### src/verilog/pcsd_pkg.sv
`default_nettype none

package pcsd_pkg;

  // ----------------------------------------------------------------
  // Sizes
  // ----------------------------------------------------------------
  localparam int NUM_PORTS = 3;                  // Ports 0..2
  localparam int SYNC_W    = 12;                 // Pins through the synchroniser

  // ----------------------------------------------------------------
  // Bit positions inside the synchronised pin vector
  // ----------------------------------------------------------------
  localparam int PIN_VC1_POS    = 0;             // Second channel strap
  localparam int PIN_POLDIS_POS = 1;             // Polarity detect disable strap
  localparam int PIN_PAYLD_POS  = 2;             // Large payload strap
  localparam int PIN_REFCLK_POS = 3;             // Common refclock strap
  localparam int PIN_SEL_POS    = 4;             // Substate or debug select
  localparam int PIN_SLOT_LSB   = 5;             // Slot connected, ports 1..2
  localparam int PIN_PRES_LSB   = 7;             // Presence, ports 1..2
  localparam int PIN_CREQ_LSB   = 9;             // Clock request lines, ports 0..2

  // ----------------------------------------------------------------
  // Values after reset
  // ----------------------------------------------------------------
  localparam logic [NUM_PORTS-1:0] CREQ_OE_RST  = 3'h0;  // Pins released
  localparam logic [NUM_PORTS-1:0] CREQ_OUT_RST = 3'h0;  // Drive level low
  localparam logic [NUM_PORTS-1:0] CLK_EN_RST   = 3'h7;  // Clocks running
  localparam logic [NUM_PORTS-1:0] L1_RST       = 3'h0;  // Not in substate
  localparam logic [1:0]           PRES_RST     = 2'h3;  // Nobody present yet

  // ----------------------------------------------------------------
  // Max payload capability codes (device capability field)
  // ----------------------------------------------------------------
  localparam logic [2:0] MPS_256B = 3'h1;
  localparam logic [2:0] MPS_512B = 3'h2;

  // ----------------------------------------------------------------
  // Per-port reference clock state
  // ----------------------------------------------------------------
  typedef enum logic [0:0] {
    PCSD_CLK_ON  = 1'b0,                         // Refclock and PLL running
    PCSD_CLK_OFF = 1'b1                          // L1 substate, clocks stopped
  } pcsd_clk_state_type;

endpackage : pcsd_pkg

`default_nettype wire

### src/verilog/pcsd_strap_decode.sv
`timescale 1ns/1ps
`default_nettype none

// Board strap decoder and shared clock-request / debug pin control
module pcsd_strap_decode
  import pcsd_pkg::*;
(
  // Clock and system reset
  input  wire logic                 clk,
  input  wire logic                 rst_b,
  // Board straps and presence (asynchronous pins)
  input  wire logic                 second_channel_enable_strap,
  input  wire logic                 rx_polarity_detect_disable_strap,
  input  wire logic                 large_payload_strap,
  input  wire logic                 common_refclock_strap,
  input  wire logic                 substate_or_debug_select,
  input  wire logic [2:1]           slot_connected_strap,
  input  wire logic [2:1]           slot_presence_n,
  // Shared clock request (open-drain) / debug status (push-pull) pins
  input  wire logic [NUM_PORTS-1:0] clock_request_n_in,
  output logic      [NUM_PORTS-1:0] clock_request_n_out,
  output logic      [NUM_PORTS-1:0] clock_request_n_oe,
  // From the port logic (same clock)
  input  wire logic [NUM_PORTS-1:0] port_clock_needed,
  input  wire logic [NUM_PORTS-1:0] per_port_debug_status,
  // Decoded configuration to the port logic
  output logic                      vc1_capable,
  output logic                      vc0_extra_buffers,
  output logic                      rx_polarity_detect_enable,
  output logic      [2:0]           max_payload_code,
  output logic                      common_refclock_cfg,
  output logic      [2:1]           slot_connected,
  output logic      [2:1]           device_present,
  // Clock control per port
  output logic      [NUM_PORTS-1:0] refclk_enable,
  output logic      [NUM_PORTS-1:0] pll_enable,
  output logic      [NUM_PORTS-1:0] l1_substate_active
);

  // ----------------------------------------------------------------
  // Pin synchroniser
  // ----------------------------------------------------------------
  logic [SYNC_W-1:0]    pin_sync;                // Two-flop copy of all pins
  logic [2:1]           pres_sync;               // Presence, synchronised
  logic [2:1]           slot_sync;               // Slot strap, synchronised
  logic [NUM_PORTS-1:0] creq_sync;               // Request line levels

  pcsd_sync #(
    .W (SYNC_W)
  ) u_sync (
    .clk      (clk),
    .pin_in   ({clock_request_n_in, slot_presence_n, slot_connected_strap,
                substate_or_debug_select, common_refclock_strap,
                large_payload_strap, rx_polarity_detect_disable_strap,
                second_channel_enable_strap}),
    .pin_sync (pin_sync)
  );

  assign pres_sync = pin_sync[PIN_PRES_LSB +: 2];
  assign slot_sync = pin_sync[PIN_SLOT_LSB +: 2];
  assign creq_sync = pin_sync[PIN_CREQ_LSB +: NUM_PORTS];

  // ----------------------------------------------------------------
  // Captured straps
  // ----------------------------------------------------------------
  logic       vc1_reg,    vc1_next;            // Second channel on
  logic       vc0x_reg,   vc0x_next;           // VC1 buffers lent to VC0
  logic       poldet_reg, poldet_next;         // Inversion detection on
  logic [2:0] mps_reg,    mps_next;            // Payload capability code
  logic       cclk_reg,   cclk_next;           // Common refclock reported
  logic [2:1] slot_reg,   slot_next;           // Slot or chip-to-chip
  logic       sel_reg,    sel_next;            // High selects debug status

  // Track the pins while reset is low, freeze at release.
  // These are sticky: reset never forces a constant here, it reloads.
  always_comb begin
    vc1_next    = vc1_reg;
    vc0x_next   = vc0x_reg;
    poldet_next = poldet_reg;
    mps_next    = mps_reg;
    cclk_next   = cclk_reg;
    slot_next   = slot_reg;
    sel_next    = sel_reg;
    if (!rst_b) begin
      vc1_next    = pin_sync[PIN_VC1_POS];
      vc0x_next   = ~pin_sync[PIN_VC1_POS];
      poldet_next = ~pin_sync[PIN_POLDIS_POS];
      mps_next    = pin_sync[PIN_PAYLD_POS] ? MPS_512B : MPS_256B;
      cclk_next   = pin_sync[PIN_REFCLK_POS];
      slot_next   = slot_sync;
      sel_next    = pin_sync[PIN_SEL_POS];
    end
  end

  // Registers only
  always_ff @(posedge clk) begin
    vc1_reg    <= vc1_next;
    vc0x_reg   <= vc0x_next;
    poldet_reg <= poldet_next;
    mps_reg    <= mps_next;
    cclk_reg   <= cclk_next;
    slot_reg   <= slot_next;
    sel_reg    <= sel_next;
  end

  assign vc1_capable               = vc1_reg;
  assign vc0_extra_buffers         = vc0x_reg;
  assign rx_polarity_detect_enable = poldet_reg;
  assign max_payload_code          = mps_reg;
  assign common_refclock_cfg       = cclk_reg;
  assign slot_connected            = slot_reg;

  // ----------------------------------------------------------------
  // Presence (dynamic, follows the pins)
  // ----------------------------------------------------------------
  logic [2:1] pres_reg, pres_next;               // High means device present

  // Low pin level means a card sits in the slot
  always_comb begin
    pres_next = rst_b ? ~pres_sync : ~PRES_RST;
  end

  // Registers only
  always_ff @(posedge clk) begin
    pres_reg <= pres_next;
  end

  assign device_present = pres_reg;

  // ----------------------------------------------------------------
  // Shared pins and clock control, one slice per port
  // ----------------------------------------------------------------
  genvar gp;
  generate
    for (gp = 0; gp < NUM_PORTS; gp++) begin : g_port
      pcsd_clk_state_type state_reg, state_next;  // Clock state of this port
      logic               oe_reg,    oe_next;     // Pin enable
      logic               out_reg,   out_next;    // Pin level when enabled
      logic               clk_on_reg, clk_on_next; // Refclock and PLL enable
      logic               l1_reg,     l1_next;     // Substate flag

      // Next state and pin drive
      always_comb begin
        state_next = state_reg;
        oe_next    = CREQ_OE_RST[gp];
        out_next   = CREQ_OUT_RST[gp];
        if (sel_reg) begin
          // Debug mode: push-pull status, clocks never stopped
          oe_next    = 1'b1;
          out_next   = per_port_debug_status[gp];
          state_next = PCSD_CLK_ON;
        end else begin
          // Open-drain: pull low only while the port wants its clock
          oe_next  = port_clock_needed[gp];
          out_next = 1'b0;
          unique case (state_reg)
            PCSD_CLK_ON:  if (creq_sync[gp])  state_next = PCSD_CLK_OFF;
            PCSD_CLK_OFF: if (!creq_sync[gp]) state_next = PCSD_CLK_ON;
          endcase
        end
        if (!rst_b) begin
          // Pins released during reset, clocks left running
          state_next = PCSD_CLK_ON;
          oe_next    = CREQ_OE_RST[gp];
          out_next   = CREQ_OUT_RST[gp];
        end
        // Enables decoded from the next state so they move in the
        // same edge as the state itself
        clk_on_next = (state_next == PCSD_CLK_ON);
        l1_next     = (state_next == PCSD_CLK_OFF);
      end

      // Registers only
      always_ff @(posedge clk) begin
        state_reg  <= state_next;
        oe_reg     <= oe_next;
        out_reg    <= out_next;
        clk_on_reg <= clk_on_next;
        l1_reg     <= l1_next;
      end

      assign clock_request_n_oe[gp]  = oe_reg;
      assign clock_request_n_out[gp] = out_reg;
      assign refclk_enable[gp]       = clk_on_reg;
      assign pll_enable[gp]          = clk_on_reg;
      assign l1_substate_active[gp]  = l1_reg;

      // --------------------------------------------------------------
      // Checks for this port
      // --------------------------------------------------------------
      AST_CREQ_DRIVE: assert property (@(posedge clk) disable iff (!rst_b)
        $past(rst_b) && !sel_reg && port_clock_needed[gp]
          |=> clock_request_n_oe[gp] && !clock_request_n_out[gp])
        else $error("clock request not pulled low when needed");
      AST_DEBUG_DRIVE: assert property (@(posedge clk) disable iff (!rst_b)
        $past(rst_b) && sel_reg
          |=> clock_request_n_oe[gp] && clock_request_n_out[gp] == $past(per_port_debug_status[gp]))
        else $error("debug status not driven on shared pin");
      AST_L1_ENTER: assert property (@(posedge clk) disable iff (!rst_b)
        $past(rst_b) && !sel_reg && creq_sync[gp]
          |=> !pll_enable[gp] && !refclk_enable[gp] && l1_substate_active[gp])
        else $error("clocks not stopped on released request");
      AST_L1_EXIT: assert property (@(posedge clk) disable iff (!rst_b)
        $past(rst_b) && !creq_sync[gp]
          |=> pll_enable[gp] && refclk_enable[gp] && !l1_substate_active[gp])
        else $error("clocks not restarted on asserted request");
    end
  endgenerate

  // ----------------------------------------------------------------
  // Checks on the captured straps and on presence
  // ----------------------------------------------------------------
  AST_VC1_CAPTURE: assert property (@(posedge clk) disable iff (!rst_b)
    $rose(rst_b) |-> vc1_capable == $past(pin_sync[PIN_VC1_POS]))
    else $error("second channel strap not captured at release");
  AST_VC0_SHARE: assert property (@(posedge clk) disable iff (!rst_b)
    $rose(rst_b) |-> vc0_extra_buffers == !$past(pin_sync[PIN_VC1_POS]) && vc0_extra_buffers != vc1_capable)
    else $error("VC0 sharing disagrees with VC1 enable");
  AST_POLDET: assert property (@(posedge clk) disable iff (!rst_b)
    $rose(rst_b) |-> rx_polarity_detect_enable == !$past(pin_sync[PIN_POLDIS_POS]))
    else $error("polarity detect enable wrong after release");
  AST_PAYLOAD: assert property (@(posedge clk) disable iff (!rst_b)
    $rose(rst_b) |-> max_payload_code == ($past(pin_sync[PIN_PAYLD_POS]) ? MPS_512B : MPS_256B))
    else $error("payload capability code wrong");
  AST_PRESENT: assert property (@(posedge clk) disable iff (!rst_b)
    $past(rst_b) |-> device_present == ~$past(pres_sync))
    else $error("presence not decoded active low");
  AST_REFCLK_CFG: assert property (@(posedge clk) disable iff (!rst_b)
    $rose(rst_b) |-> common_refclock_cfg == $past(pin_sync[PIN_REFCLK_POS]))
    else $error("common refclock report wrong");
  AST_SLOT: assert property (@(posedge clk) disable iff (!rst_b)
    $rose(rst_b) |-> slot_connected == $past(slot_sync))
    else $error("slot connected strap not captured");
  AST_STRAP_HOLD: assert property (@(posedge clk) disable iff (!rst_b)
    $past(rst_b) |-> $stable(vc1_capable) && $stable(max_payload_code) && $stable(sel_reg)
      && $stable(slot_connected) && $stable(rx_polarity_detect_enable))
    else $error("captured straps changed outside reset");

endmodule : pcsd_strap_decode

`default_nettype wire

### src/verilog/pcsd_sync.sv
`timescale 1ns/1ps
`default_nettype none

// Two-stage synchroniser for a group of slow pins
module pcsd_sync
  import pcsd_pkg::*;
#(
  parameter int W = SYNC_W
) (
  // Clock
  input  wire logic         clk,
  // Pins and synchronised copy
  input  wire logic [W-1:0] pin_in,
  output logic      [W-1:0] pin_sync
);

  // ----------------------------------------------------------------
  // Stages
  // ----------------------------------------------------------------
  logic [W-1:0] meta_reg;                        // First stage, read by stage two only
  logic [W-1:0] meta_next;
  logic [W-1:0] sync_reg;                        // Second stage, safe to use
  logic [W-1:0] sync_next;

  // Next values: no reset here on purpose, the stages keep following
  // the pins while reset is low so the strap capture sees real levels.
  // Presence and clock logic apply their own reset values downstream; the straps reload.
  always_comb begin
    meta_next = pin_in;
    sync_next = meta_reg;
  end

  // Registers only
  always_ff @(posedge clk) begin
    meta_reg <= meta_next;
    sync_reg <= sync_next;
  end

  assign pin_sync = sync_reg;

endmodule : pcsd_sync

`default_nettype wire
### config.mk
export PLATFORM = sky130hd
export DESIGN_NAME = pcsd_strap_decode
export DESIGN_NICKNAME = d
export VERILOG_FILES = /design/src/verilog/pcsd_pkg.sv /design/src/verilog/pcsd_strap_decode.sv /design/src/verilog/pcsd_sync.sv
export SDC_FILE = /design/constraint.sdc
export NUM_CORES = 1
export LEC_CHECK = 0
export ABC_AREA = 1
export BUFFER_PORTS_ARGS = -buffer_cell sky130_fd_sc_hd__buf_4
export CORE_MARGIN = 4
export CORE_UTILIZATION = 38
export CTS_CLUSTER_DIAMETER = 60
export DETAILED_ROUTE_END_ITERATION = 16
export MAX_ROUTING_LAYER = met4
export PLACE_DENSITY = 0.61
export SLEW_MARGIN = 10
export SYNTH_ARGS = -nofsm -noshare
export SYNTH_HDL_FRONTEND = slang
export SYNTH_SLANG_ARGS = --single-unit
### constraint.sdc
create_clock -name clk -period 0.8 [get_ports clk]
set_input_delay 0 -clock clk [delete_from_list [all_inputs] [get_ports clk]]
set_output_delay 0 -clock clk [all_outputs]
set_load 0.1 [all_outputs]
; ---- After elaboration in Yosys (flattened, before gate mapping)
; Index checks and enable logic that the tools add are counted.
; Widths: inputs -> output; s select.
[totals]
out_inout_bits = 26
latch_bits = 0
ramBits = 0
elab_cells = 42
memories = 0
romBits = 0
register_bits = 48
input_bits = 20
[classes]
mux = 13
multipliers = 0
n_bitwise = 6
n_shift = 0
div = 0
order_cmp = 0
reduce_logical = 1
add_sub_neg = 0
n_eq_ne = 0
[op_table]
columns = op, n
row1 = $mux 1, 12
row2 = $not 1->1, 5
row3 = $mux 2, 1
row4 = $not 2->2, 1
row5 = $reduce_and 2->1, 1

; ---- Depth between registers and ports, before layout
[logic_depth]
depth_word = 4
depth_mapped = 3
mapped_depth_nobuf = 3

; ---- By module
; A second synthesis with hierarchy kept.
[unflattened]
cells_unflattened = 95
hier_area_um2 = 1300.0
[modules_own_cells]
columns = module, area_each_um2, cells_each, n_inst, seq_area_each_um2
row1 = pcsd_strap_decode, 819.5, 71, 1, 550.5
row2 = pcsd_sync, 480.5, 24, 1, 480.5

; ---- Worst setup path after synthesis
; No wires, ideal clock.
[synth_timing]
path_kind = register -> output
from = register pres_reg (netlist bit device_present[1])
to = output port device_present[1] in the netlist's numbering
path_slack_ns = -0.109
required_time_ns = 0.800
n_path_buf = 0
t_arrival_ns = 0.909
path_stages_with_launch = 1
cell_sequence = dfxtp_1
[synth_rtl]
columns = element, line
row1 = start: declaration, pcsd_strap_decode.sv:116  ; logic [2:1] pres_reg, pres_next;
row2 = start signal: assignment, pcsd_strap_decode.sv:125  ; pres_reg <= pres_next;
row3 = end: declaration, pcsd_strap_decode.sv:33  ; output logic [2:1] device_present,
; No word-level cell between the ends.

; ---- Final worst setup path
[layout_timing]
from = register mps_reg[0] (netlist: max_payload_code[0])
to = output port max_payload_code[0]
[layout_rtl]
columns = element, line
row1 = start: declaration, pcsd_strap_decode.sv:69  ; logic [2:0] mps_reg, mps_next;
row2 = start signal: assignment, pcsd_strap_decode.sv:100  ; mps_reg <= mps_next;
row3 = end: declaration, pcsd_strap_decode.sv:30  ; output logic [2:0] max_payload_code,
; No word-level cell between the ends.

==> key figures <==
Synthesis
  – Area leader, netlist: dfxtp_1
  – Yosys cell types: 13
  – FF+latch count, synth: between 40 and 50
  – EDFF count, synth: 9
  – Post-synthesis sequential area ratio: 79.31%
  – Most area-consuming cells after synthesis: dfxtp_1 59%, edfxtp_1 21%, buf_4 9.2%
  – Most used DFF post-synth: dfxtp_1
  – Yosys warnings: 0
  – Area of the mapped netlist: around 0.0013 sq mm
  – Asr flop ratio synth: 0%
  – Synth cell count leaders: 38 x dfxtp_1, 16 x buf_4, 10 x inv_1
  – Synth Area in Compound Gates: 0%
  – Top-count cell post-synth: dfxtp_1
  – Post-synthesis adder-cell area fraction: 0%
  – Synth top area share: slightly below 60%
  – Post-synthesis xor/xnor area fraction: 0%
  – Simple logic cell fraction of the synthesized area: ~7.1%
  – Synthesized netlist cell count: 95
  – Mux cell area share after synthesis: 0%
  – Largest family of logic cells by synthesized area: buffers and inverters
  – Syn nets: approximately 120
  – Syn_area_per_cell: approximately 14 sq um

Die
  – Die Footprint: about 0.0044 sq mm
  – Row count: 20
  – Die height: 66.49 microns
  – Core Area: about 0.0032 sq mm
  – Initial Utilization: about two fifths
  – IO Pins: 46
  – Die X: 66.49 microns

Status
  – Violated checks: setup timing
  – Status: finished with violations

Setup path
  – Setup crit start kind: flop
  – CP required: roughly 0.8 ns
  – CP Cell Sequence: buf_6
  – Critical path class: reg -> out
  – Worst reg-to-reg setup slack: 0 ns
  – Worst Path Arrival: 0.96 ns
  – CP peak stage delay: 0.42 ns
  – Critical path's slowest cell: edfxtp_1
  – Critical path's top delay family: flip-flops
  – Crit. End Element: output port
  – Buf/Inv on CP: 1
  – Crit Path Max Fanout: 1

Placement
  – Dpl hpwl: ~1300 microns
  – I/O Buffers: 44
  – GP Congestion: 0.6243
  – Worst slack, placed: roughly 0.018 ns

CTS
  – Max Root-Sink Buffers: 2
  – CTS tree: built
  – CTS sink cnt: 47
  – Clock Latency Late Sink: 0.34 ns
  – H-tree depth: 2
  – TritonCTS buffer count: 5
  – Postcts setup bufs: 0
  – Clock Tree Root: clkbuf_4
  – Register clock-pin slew on the reported worst setup and hold paths: 0.13 ns

STA
  – Post-route worst setup slack: -0.1636 ns
  – Final setup violation count: 26
  – Final Max Tran Viols: 0
  – Final min period: 0.9636 ns
  – Final Skew: slightly below 0.008 ns
  – Sum of negative setup slack: -2.553 ns
  – RSZ-0062 raised after global routing: yes
  – Final hold vios: 0
  – Crit share post-route: 120.5%
  – Fmax achieved: roughly 1.0 GHz

Power and ir drop
  – Power Density: 2326 mW/mm^2
  – Tot Pwr: 4.935 mW
  – Leak: about 0.95 nW
  – Worst VDD drop: between 1 and 1.5 mV

Final layout
  – Ant diodes: 0
  – Nets: between 150 and 200
  – Layout area overhead: 63.23%
  – Fraction of layout cells with a size suffix above 1: between 50% and 60%
  – Fillers: 237

Global routing
  – Largest net degree at the start of global routing: 15
  – Gr usage total: a little under an eighth
  – GRT overflow: 0
  – Vias in the first global route: just under 800
  – Global-route wire length before repair: ~3500 microns
  – Initial antenna violation count: 0

Run
  – Max Cap Viol: 0

Routing
  – Pre-antenna DRT Iters: 4
  – Antenna Nets Post-Route: 0
  – Drt total wl: 2168 microns
  – Vias per inst: 3.948
  – Vias: approximately 770
  – DR WL/cell: roughly 11 microns
  – Remaining DRCs: 0
  – 1st-iter DRT viols: 14

Hold path
  – HP Class: in -> reg
cell usage in the layout, fill, tap and decap left out, drive strengths merged:
| cell | n |
|---|---|
| buf | 45 |
| dfxtp | 38 |
| dlygate4sd3 | 19 |
| inv | 11 |
| edfxtp | 9 |
| nand2 | 8 |
| nor2 | 8 |
| clkbuf | 6 |
| nand3 | 3 |
| conb | 1 |
| clkinv | 1 |
| bufinv | 1 |
stage by stage:
| stage | utilization, % | area (sq um) | std cells | hold slack (ns) |
|---|---|---|---|---|
| 2_1_floorplan | - | 1303 | 95 | 0.02772 |
| 3_3_place_gp | 49.60 | 1564 | 167 | 0.1044 |
| 3_5_place_dp | 49.60 | 1564 | 167 | 0.1056 |
| 4_1_cts | 66.79 | 2106 | 194 | 0.2668 |
| 5_1_grt | 67.30 | 2122 | 194 | 0.2624 |
| 6_report | 67.30 | 2122 | 194 | 0.2976 |
routing by layer:
metal	routed length (microns)	up-vias	share of wire [%]	global-route usage, %
met5	0	-	0	-
met4	15	0	0.69	5.330
met2	1288	31	59	21.31
met3	131	2	6.0	5.565
met1	733	353	34	9.733
li1	-	380	-	-
cells by family (layout without fill, tap and decap cells):
kind of cell           after synthesis  count (layout)
AND/OR/NAND/NOR                     19              19
flip-flops                          47              47
buffers and inverters               28              83
other                                1               1
worst paths after layout:
path / from / end / cells after the start
hold / removal: slot_presence_n[1] / u_sync.meta_reg[7] / 2
setup reg to reg: sel_reg / g_port[0].l1_reg / 3
hold reg to reg: u_sync.meta_reg[0] / u_sync.pin_sync[0] / 0
setup / recovery: max_payload_code[0] / max_payload_code[0] / 1
where the power goes:
group | internal, mW | switching [mW]
Sequential | 2.54 | 0.0643
Combinational | 0.337 | 0.582
Clock | 0.739 | 0.672
final cells by class:
cell class              count  area (sq um)  area share (%)
repair buffers             64         774.5           36.50
clock inverters             2         35.03           1.651
clock buffers               6         51.30           2.417
multi-input cells          20         106.4           5.012
inverters                  11         43.79           2.064
well taps                  44         55.05           2.594
flip-flops and latches     47          1056           49.76
repair_timing:
| action | CTS | global route |
|---|---|---|
| endpoints found under the setup margin | 27 | 38 |
| endpoints found under the hold margin | 21 | 14 |
| resized for setup | 75 | 5 |
| cloned | 0 | 0 |
| hold buffers | 19 | 1 |
| pin swaps | 0 | 1 |
Power figures use the tool's default switching activity.
